$ cat src/common/rbe_pkg.sv
// Purpose: Shared constants and types of the radio bit-stream encoder
// Assumes: One clock, synchronous active-high reset
// Notes:   Configuration travels as one packed struct
package rbe_pkg;

  // ==========================================================================
  // Sizes and reset values
  localparam int   FIFO_DEPTH = 4;
  localparam int   FIFO_WIDTH = 1;
  localparam logic LVL_RST    = 1'b0;
  localparam logic PREV_RST   = 1'b0;

  // ==========================================================================
  // Types
  typedef struct packed {
    logic invert;
    logic diff;
    logic manch;
  } rbe_cfg_t;

endpackage

$ cat src/core/rbe_encoder.sv
// Purpose: Bit-stream encoder between framing unit and modulator/demodulator
// Assumes: Inputs synchronous to I_SYS_CLK; demodulator stream never stalls
// Notes:   Transmit bits pass a small FIFO; receive path is unbuffered
//
// Notes on behaviour
// - Carries bits framer to modulator and demodulator to framer.
// - Inversion option complements every bit; otherwise bits pass unchanged.
// - Transmit differential: zero keeps the level, one toggles it.
// - Receive differential: one when levels differ, zero when equal.
// - Manchester: each bit becomes two opposite halves, doubling symbol rate.
`timescale 1ns/1ps

// ============================================================================
// Small FIFO with valid/ready on both sides
module rbe_fifo
  import rbe_pkg::*;
#(
  parameter int WIDTH = FIFO_WIDTH,
  parameter int DEPTH = FIFO_DEPTH
) (
  input  wire logic             i_clk,
  input  wire logic             i_rst,
  input  wire logic [WIDTH-1:0] i_in_data,
  input  wire logic             i_in_valid,
  output logic                  o_in_ready,
  output logic      [WIDTH-1:0] o_out_data,
  output logic                  o_out_valid,
  input  wire logic             i_out_ready
);
  localparam int AW = (DEPTH > 1) ? $clog2(DEPTH) : 1;

  if (DEPTH < 2 || WIDTH < 1) begin : g_bad
    $error("rbe_fifo: DEPTH must be >= 2 and WIDTH >= 1");
  end

  logic [WIDTH-1:0] mem_ff [DEPTH];
  logic [AW-1:0]    wr_ff;
  logic [AW-1:0]    rd_ff;
  logic [AW:0]      cnt_ff;
  logic             rdy_ff;
  logic [AW-1:0]    nxt_wr;
  logic [AW-1:0]    nxt_rd;
  logic [AW:0]      nxt_cnt;
  logic             push;
  logic             pop;

  assign push        = i_in_valid && rdy_ff;
  assign pop         = o_out_valid && i_out_ready;
  assign o_out_valid = (cnt_ff != '0);
  assign o_out_data  = mem_ff[rd_ff];
  assign o_in_ready  = rdy_ff;

  always_comb begin
    nxt_wr  = wr_ff;
    nxt_rd  = rd_ff;
    nxt_cnt = cnt_ff;
    if (push) begin
      nxt_wr = (wr_ff == AW'(DEPTH - 1)) ? '0 : wr_ff + 1'b1;
    end
    if (pop) begin
      nxt_rd = (rd_ff == AW'(DEPTH - 1)) ? '0 : rd_ff + 1'b1;
    end
    if (push && !pop) begin
      nxt_cnt = cnt_ff + 1'b1;
    end else if (pop && !push) begin
      nxt_cnt = cnt_ff - 1'b1;
    end
  end

  always_ff @(posedge i_clk) begin
    if (i_rst) begin
      wr_ff  <= '0;
      rd_ff  <= '0;
      cnt_ff <= '0;
      rdy_ff <= 1'b0;
    end else begin
      wr_ff  <= nxt_wr;
      rd_ff  <= nxt_rd;
      cnt_ff <= nxt_cnt;
      rdy_ff <= (nxt_cnt < (AW+1)'(DEPTH));
    end
  end

  always_ff @(posedge i_clk) begin
    if (push) begin
      mem_ff[wr_ff] <= i_in_data;
    end
  end
endmodule

// ============================================================================
// Encoder top
module rbe_encoder
  import rbe_pkg::*;
(
  input  wire logic     I_SYS_CLK,
  input  wire logic     I_RESET,
  input  wire rbe_cfg_t I_CFG,
  input  wire logic     I_TX_BIT,
  input  wire logic     I_TX_VALID,
  output logic          O_TX_READY,
  output logic          O_MOD_SYM,
  output logic          O_MOD_VALID,
  input  wire logic     I_MOD_READY,
  input  wire logic     I_DEM_SYM,
  input  wire logic     I_DEM_VALID,
  output logic          O_RX_BIT,
  output logic          O_RX_VALID,
  output logic          O_RX_CODE_ERR
);

  // ==========================================================================
  // Transmit buffer
  logic fifo_data;
  logic fifo_vld;
  logic load;

  rbe_fifo #(
    .WIDTH (FIFO_WIDTH),
    .DEPTH (FIFO_DEPTH)
  ) u_fifo (
    .i_clk       (I_SYS_CLK),
    .i_rst       (I_RESET),
    .i_in_data   (I_TX_BIT),
    .i_in_valid  (I_TX_VALID),
    .o_in_ready  (O_TX_READY),
    .o_out_data  (fifo_data),
    .o_out_valid (fifo_vld),
    .i_out_ready (load)
  );

  // ==========================================================================
  // Transmit coding
  logic sym_ff;
  logic vld_ff;
  logic half_ff;
  logic lvl_ff;
  logic nxt_sym;
  logic nxt_vld;
  logic nxt_half;
  logic nxt_lvl;
  logic tx_b;
  logic out_free;

  assign out_free = !vld_ff || I_MOD_READY;
  assign load     = fifo_vld && !half_ff && out_free;
  assign tx_b     = fifo_data ^ I_CFG.invert;

  always_comb begin
    nxt_sym  = sym_ff;
    nxt_vld  = vld_ff;
    nxt_half = half_ff;
    nxt_lvl  = lvl_ff;
    if (load) begin
      if (I_CFG.diff) begin
        nxt_lvl = lvl_ff ^ tx_b;
        nxt_sym = lvl_ff ^ tx_b;
      end else begin
        nxt_sym = tx_b;
      end
      nxt_half = I_CFG.manch;
      nxt_vld  = 1'b1;
    end else if (half_ff && out_free) begin
      nxt_sym  = !sym_ff;
      nxt_half = 1'b0;
      nxt_vld  = 1'b1;
    end else if (vld_ff && I_MOD_READY) begin
      nxt_vld = 1'b0;
    end
  end

  always_ff @(posedge I_SYS_CLK) begin
    if (I_RESET) begin
      sym_ff  <= 1'b0;
      vld_ff  <= 1'b0;
      half_ff <= 1'b0;
      lvl_ff  <= LVL_RST;
    end else begin
      sym_ff  <= nxt_sym;
      vld_ff  <= nxt_vld;
      half_ff <= nxt_half;
      lvl_ff  <= nxt_lvl;
    end
  end

  assign O_MOD_SYM   = sym_ff;
  assign O_MOD_VALID = vld_ff;

  // ==========================================================================
  // Receive decoding: Manchester, then differential, then inversion
  logic ph_ff;
  logic first_ff;
  logic prev_ff;
  logic rbit_ff;
  logic rvld_ff;
  logic rerr_ff;
  logic nxt_ph;
  logic nxt_first;
  logic nxt_prev;
  logic nxt_rbit;
  logic nxt_rvld;
  logic nxt_rerr;
  logic got;
  logic d;

  always_comb begin
    nxt_ph    = ph_ff;
    nxt_first = first_ff;
    nxt_prev  = prev_ff;
    nxt_rbit  = rbit_ff;
    nxt_rvld  = 1'b0;
    nxt_rerr  = 1'b0;
    got       = 1'b0;
    d         = I_DEM_SYM;
    if (I_DEM_VALID) begin
      if (I_CFG.manch) begin
        if (!ph_ff) begin
          nxt_first = I_DEM_SYM;
          nxt_ph    = 1'b1;
        end else if (I_DEM_SYM == first_ff) begin
          nxt_rerr  = 1'b1;
          nxt_first = I_DEM_SYM;
        end else begin
          d      = first_ff;
          got    = 1'b1;
          nxt_ph = 1'b0;
        end
      end else begin
        got = 1'b1;
      end
    end
    if (got) begin
      if (I_CFG.diff) begin
        nxt_rbit = (d ^ prev_ff) ^ I_CFG.invert;
        nxt_prev = d;
      end else begin
        nxt_rbit = d ^ I_CFG.invert;
      end
      nxt_rvld = 1'b1;
    end
  end

  always_ff @(posedge I_SYS_CLK) begin
    if (I_RESET) begin
      ph_ff    <= 1'b0;
      first_ff <= 1'b0;
      prev_ff  <= PREV_RST;
      rbit_ff  <= 1'b0;
      rvld_ff  <= 1'b0;
      rerr_ff  <= 1'b0;
    end else begin
      ph_ff    <= nxt_ph;
      first_ff <= nxt_first;
      prev_ff  <= nxt_prev;
      rbit_ff  <= nxt_rbit;
      rvld_ff  <= nxt_rvld;
      rerr_ff  <= nxt_rerr;
    end
  end

  assign O_RX_BIT      = rbit_ff;
  assign O_RX_VALID    = rvld_ff;
  assign O_RX_CODE_ERR = rerr_ff;
endmodule
$ cat config.mk
export PLATFORM = sky130hd
export DESIGN_NAME = rbe_encoder
export DESIGN_NICKNAME = d
export VERILOG_FILES = /design/src/common/rbe_pkg.sv /design/src/core/rbe_encoder.sv
export SDC_FILE = /design/constraint.sdc
export NUM_CORES = 1
export LEC_CHECK = 0
export ABC_AREA = 1
export BUFFER_PORTS_ARGS = -buffer_cell sky130_fd_sc_hd__buf_2
export CORE_UTILIZATION = 55
export CTS_BUF_LIST = sky130_fd_sc_hd__clkbuf_4 sky130_fd_sc_hd__clkbuf_8 sky130_fd_sc_hd__clkbuf_16
export DETAILED_ROUTE_END_ITERATION = 6
export HOLD_SLACK_MARGIN = 0.1
export PLACE_DENSITY_LB_ADDON = 0.12
export SYNTH_ARGS = -nofsm -noshare
export SYNTH_HDL_FRONTEND = slang
export SYNTH_SLANG_ARGS = --single-unit
$ cat constraint.sdc
create_clock -name I_SYS_CLK -period 3.3 [get_ports I_SYS_CLK]
set_input_delay 0.66 -clock I_SYS_CLK [delete_from_list [all_inputs] [get_ports I_SYS_CLK]]
set_output_delay 0.66 -clock I_SYS_CLK [all_outputs]
set_load 0.1 [all_outputs]
# [Word-level counts from Yosys, hierarchy flattened]
# Memories as Yosys holds them, arrays and structs flattened. A register that Yosys moved wholly into a read port is not among the register bits.
# Cells that the tools add are included.
[op_classes] mul=0 mux=28 div_mod_pow=0 n_shift=0 addsub=4 reduce_logical=21 n_bitwise=8 eq_ne=3 n_lt_le_gt_ge=1
[op_table] operator="$mux W1" count=22
[op_table] operator="$logic_and A1 B1 Y1" count=8
[op_table] operator="$mux W2" count=4
[op_table] operator="$mux W3" count=2
[op_table] operator="$reduce_and A2 Y1" count=3
[op_table] operator="$reduce_bool A3 Y1" count=2
[op_table] operator="$logic_not A1 Y1" count=5
[op_table] operator="$xor A1 B1 Y1" count=5
[op_table] operator="$add A2 B1 Y2 const B" count=2
[op_table] operator="$eq A2 B2 Y1 const B" count=2
[op_table] operator="$reduce_or A4 Y1" count=1
[op_table] operator="$add A3 B1 Y3 const B" count=1
[op_table] operator="$lt A3 B3 Y1 const B" count=1
[op_table] operator="$not A1 Y1" count=3
[op_table] operator="$sub A3 B1 Y3 const B" count=1
[op_table] operator="$reduce_bool A2 Y1" count=1
[op_table] operator="$eq A1 B1 Y1" count=1
[op_table] operator="$logic_or A1 B1 Y1" count=1
[word_totals] reg_bits=18 out_inout_bits=6 ramBits=4 latch_bits=0 mem_bits_ro=0 n_memories=1
[mem_list] name="u_fifo.mem_ff" depth=4 word_bits=1 read_ports=1 rd_ports_with_merged_regs=1 write_ports=1 line_no="rbe_encoder.sv:36" source="logic [WIDTH-1:0] mem_ff [DEPTH];"

# [Depth between registers and ports, before layout]
[depth] word_depth=8 mapped_depth=11 depth_no_buf=11

# [Hierarchy]
# Synthesis repeated with hierarchy kept, for this count alone.
[unflattened] hier_cells=173 hier_area_um2=1285.0
[by_module_without_submodules] mod="rbe_fifo" area_per_inst_um2=743.2 cells_per_inst=91 instances=1 seq_area_each_um2=320.3
[by_module_without_submodules] mod="rbe_encoder" area_per_inst_um2=541.8 cells_per_inst=82 instances=1 seq_area_each_um2=200.2

# [Least setup slack after synthesis]
# OpenSTA, ideal clock, no wires.
[synth_path] path_type="register to register" start="register u_fifo.rdy_ff, in the netlist u_fifo.o_in_ready" end="register u_fifo.rdy_ff, in the netlist u_fifo.o_in_ready" t_arrival_ns=2.038 slack_ns=1.171 stages_incl_launch_ff=7 setup_ns=0.091 path_cell_list="dfxtp_1 nand2_1 ha_1 nand3_1 nand2_1 and2_1 a311oi_1"
[synth_via] elab_chain_len=6
[synth_rtl] item="from (decl)" line_no="rbe_encoder.sv:40" source="logic rdy_ff;"
[synth_rtl] item="from (signal assigned)" line_no="rbe_encoder.sv:80" source="rdy_ff <= (nxt_cnt < (AW+1)'(DEPTH));"
[synth_rtl] item="$logic_and A1 B1 Y1 *" line_no="rbe_encoder.sv:47" source="assign push = i_in_valid && rdy_ff;"
[synth_rtl] item="$logic_not A1 Y1" line_no="rbe_encoder.sv:65" source="end else if (pop && !push) begin"
[synth_rtl] item="$logic_and A1 B1 Y1" line_no="rbe_encoder.sv:65"
[synth_rtl] item="$mux W3" line_no="rbe_encoder.sv:65"
[synth_rtl] item="$mux W3 *" line_no="rbe_encoder.sv:63" source="if (push && !pop) begin"
[synth_rtl] item="$lt A3 B3 Y1 *" line_no="rbe_encoder.sv:80"
# Every way passes the cells marked *; elsewhere a longest branch is shown, timed or not.
# A chain may end at the register's enable or synchronous reset.

# [Worst setup path in the final report]
[layout_path] start="register sym_ff, in the netlist O_MOD_SYM" end="output port O_MOD_SYM"
[layout_rtl] item="from (decl)" line_no="rbe_encoder.sv:134" source="logic sym_ff;"
[layout_rtl] item="from (signal assigned)" line_no="rbe_encoder.sv:179" source="sym_ff <= nxt_sym;"
[layout_rtl] item="to (decl)" line_no="rbe_encoder.sv:102" source="output logic O_MOD_SYM,"
# No word-level cell between the ends.

==> results.rst <==
.. list-table::
   :header-rows: 1

   * - Metric
     - Value
   * - Static leakage
     - slightly below 0.0007 µW
   * - Max Root-Sink Buffers
     - 2
   * - Via count of the routed design
     - ~1000
   * - Portion of the post-synthesis area used by sequential elements
     - 0.4232
   * - Clock input transition at the sequential cells of the worst setup and hold paths
     - 0.12 ns
   * - Flop and latch count out of synthesis
     - 24
   * - Startpoint of the worst hold path
     - half_ff$_SDFFE_PP0P_
   * - Minimum clock period
     - 1.781 ns
   * - Number of core rows
     - 16
   * - Die Wd
     - 49.29 µm
   * - Violation count after the first detailed-route iteration
     - 22
   * - TritonCTS buffer count
     - 3
   * - Worst path cell trace
     - buf_2
   * - Post-CTS sizing
     - 0
   * - Initial core utilization
     - 0.6083
   * - Power Density
     - between 800 and 900 nW/µm²
   * - Worst path arrival time
     - 1.12 ns
   * - Number of levels the H-tree was split into
     - 1
   * - # placed instances
     - 200
   * - Number of maximum-capacitance violations
     - 0
   * - All-layer global routing usage
     - 0.2067
   * - Die height
     - 49.29 µm
   * - Relative slew slack
     - 0.6773
   * - Async SR Flop Fraction
     - 0
   * - Final Net Count
     - 198
   * - Critical path data required time
     - 2.64 ns
   * - Fraction of the cycle the final worst path needs
     - 0.5397
   * - Worst hold path cell count
     - 2
   * - Average via count per standard cell
     - 5.127
   * - Fin Clk Skew
     - 0.002499 ns
   * - Remaining Overflow, GRT
     - 0
   * - Mean routed wirelength per cell
     - ~11 µm
   * - Total count of hold-check failures in the final report
     - 0
   * - R2R Setup Slk
     - between 1.5 and 2 ns
   * - Post-DP HPWL
     - 1717 µm
   * - Result of the run
     - complete, no violations
   * - P&R area growth vs syn
     - 10.99%
   * - Setup Fix Bufs, Post-CTS
     - 0
   * - Number of synthesized flops with an enable pin
     - 4
   * - Initial antenna violation count
     - 0
   * - Detailed-route DRC error count
     - 0
   * - Worst Setup Path Type
     - reg2out
   * - Antenna viol nets, final
     - 0
   * - Critical register-to-register path endpoint
     - u_fifo.o_in_ready$_SDFF_PP0_
   * - Number of hold buffers added after CTS
     - 0
   * - Wire length of the first global-routing pass
     - 3808 µm
   * - Maximum cell stage delay along the critical path
     - 0.44 ns
   * - Maximum fanout along the worst path
     - 3
   * - Count of buffering cells on the critical path with inverters included
     - 1
   * - Final standard cell utilization of the core
     - 0.6751
   * - Number of standard cells in the layout, taps in and fillers out
     - 204
   * - Fin Setup TNS
     - 0 ns
   * - Dominant cell by count in the synthesized netlist
     - sky130_fd_sc_hd__nand2_1
   * - Unique cell type count in the Yosys netlist
     - 23
   * - Unrepaired setup endpoints after global routing
     - no
   * - Area share of the largest cell type after synthesis
     - 0.3255
   * - Peak clock frequency supported by timing
     - approximately 560 MHz
   * - Total of endpoints with negative setup slack in the final report
     - 0
   * - Most area-hungry cell type in the Yosys netlist
     - sky130_fd_sc_hd__dfxtp_1
   * - Cell area after technology mapping
     - 1230 µm²
   * - Total iterations of the first detailed-routing run
     - 4
   * - Share of cells above drive strength 1
     - 0.1525
   * - Element type at the critical path end
     - primary output
   * - Total routed wirelength
     - 2190 µm
   * - CTS tree
     - yes
   * - Cells after Synth
     - roughly 160
   * - Hold-critical path endpoint
     - half_ff$_SDFFE_PP0P_
   * - Yosys warning total
     - 0
   * - DIE AREA
     - 2430 µm²
   * - Top cells by count, synth
     - 31 x sky130_fd_sc_hd__nand2_1, 27 x sky130_fd_sc_hd__inv_1, 20 x sky130_fd_sc_hd__dfxtp_1
   * - Startpoint of the most critical register-to-register path
     - u_fifo.cnt_ff[0]$_SDFFE_PP0P_
   * - Via count of the first global-routing pass
     - roughly 970
   * - Post-Syn Nets
     - 179
   * - Root buffer cell
     - sky130_fd_sc_hd__clkbuf_4
   * - Top post-synthesis cells by area
     - sky130_fd_sc_hd__dfxtp_1 33%, sky130_fd_sc_hd__ha_1 10%, sky130_fd_sc_hd__edfxtp_1 9.8%
   * - CP delay by family, top
     - buffers and inverters
   * - Final antenna diode count
     - 0
   * - CP max stage cell
     - sky130_fd_sc_hd__buf_2
   * - Mean instance size in the synthesized netlist
     - just under 8 µm²
   * - Final-report max-slew violation count
     - 0
   * - Number of sinks handled by clock tree synthesis
     - 24
   * - Transition time at the pin with the least slew margin
     - a little under 0.5 ns
   * - Clock latency on the worst-skew pair
     - 0.31 ns
   * - Count of input and output buffers
     - 15
   * - Count of pins on the block boundary
     - 16
   * - Cell count of the worst reg-to-reg path
     - 10
   * - Worst setup SP type
     - register
   * - Placeable core region
     - 2022 µm²
   * - Maximum vdd ir drop
     - about 0.57 mV
   * - Pin count of the biggest net entering global routing
     - 14
   * - Worst min-delay path category
     - reg2reg
   * - Placer congestion estimate
     - 0.7602
   * - Flip-flop cell with the highest count after synthesis
     - sky130_fd_sc_hd__dfxtp_1
## cells in the final DEF, fill, tap and decap left out
cell / instances
sky130_fd_sc_hd__dfxtp_1: 20
sky130_fd_sc_hd__and2_1: 1
sky130_fd_sc_hd__inv_2: 4
sky130_fd_sc_hd__nand2_1: 31
sky130_fd_sc_hd__a31oi_1: 1
sky130_fd_sc_hd__nand3_4: 1
sky130_fd_sc_hd__a211oi_1: 2
sky130_fd_sc_hd__xor2_1: 2
sky130_fd_sc_hd__nor3_1: 1
sky130_fd_sc_hd__nand3_1: 12
sky130_fd_sc_hd__nor2_1: 11
sky130_fd_sc_hd__buf_2: 15
sky130_fd_sc_hd__o21ai_0: 6
sky130_fd_sc_hd__o21ai_1: 4
sky130_fd_sc_hd__o21ai_2: 1
sky130_fd_sc_hd__edfxtp_1: 4
sky130_fd_sc_hd__nand2_2: 2
sky130_fd_sc_hd__o211a_1: 2
sky130_fd_sc_hd__a21oi_1: 14
sky130_fd_sc_hd__a311oi_1: 1
sky130_fd_sc_hd__ha_1: 10
sky130_fd_sc_hd__clkbuf_4: 4
sky130_fd_sc_hd__xnor2_1: 1
sky130_fd_sc_hd__inv_1: 27
## layout make-up
cell class,count,area [µm²]
well taps,27,33.78
inverters,31,116.4
multi-input cells,103,589.3
clock buffers,4,30.03
repair buffers,15,75.07
flip-flops and latches,24,520.5
fillers,187,656.9
## worst max-delay path by stage
stage,start,to,depth (start not counted)
6_report,O_MOD_SYM$_SDFFE_PP0P_,O_MOD_SYM,1
5_1_grt,u_fifo.cnt_ff[0]$_SDFFE_PP0P_,u_fifo.cnt_ff[1]$_SDFFE_PP0P_,10
2_1_floorplan,u_fifo.o_in_ready$_SDFF_PP0_,u_fifo.o_in_ready$_SDFF_PP0_,6
3_3_place_gp,I_TX_VALID,u_fifo.o_in_ready$_SDFF_PP0_,8
4_1_cts,O_MOD_SYM$_SDFFE_PP0P_,O_MOD_SYM,1
3_5_place_dp,I_TX_VALID,u_fifo.o_in_ready$_SDFF_PP0_,8
## power by group
group	leakage [µW]	internal [µW]	switching, µW
Clock	0.0000184	55.5	81.9
Sequential	0.000201	369	46.0
Combinational	0.000467	177	396
## stage by stage
| stage | instance area [µm²] | hold slack (ns) | power (µW) | worst slack, ns |
|---|---|---|---|---|
| CTS | 1365 | 0.4921 | 1136 | 1.509 |
| detailed placement | 1335 | 0.4747 | 997.1 | 1.419 |
| global placement | 1335 | 0.4696 | 970.8 | 1.474 |
| finish | 1365 | 0.4868 | 1126 | 1.519 |
| floorplan | 1230 | 0.4570 | 887.7 | 1.171 |
| global route | 1365 | 0.5179 | 1224 | 1.486 |
## layer usage
| layer | GRT usage | vias up | routed length [µm] |
|---|---|---|---|
| met5 | 0 | - | 0 |
| met4 | 0.09314 | 0 | 46 |
| met3 | 0.03738 | 7 | 63 |
| met2 | 0.3699 | 21 | 1102 |
| met1 | 0.2354 | 471 | 977 |
| li1 | - | 547 | - |
## cells by family after synthesis
kind of cell,synth area share
and+or+nand+nor,0.2106
AOI/OAI and AO/OA,0.1455
xor gates and xnor gates,0.02137
DFF,0.4232
buffers and inverters,0.09766
adders and majority gates,0.1017
Note: power is estimated with default switching activity, not from simulation.
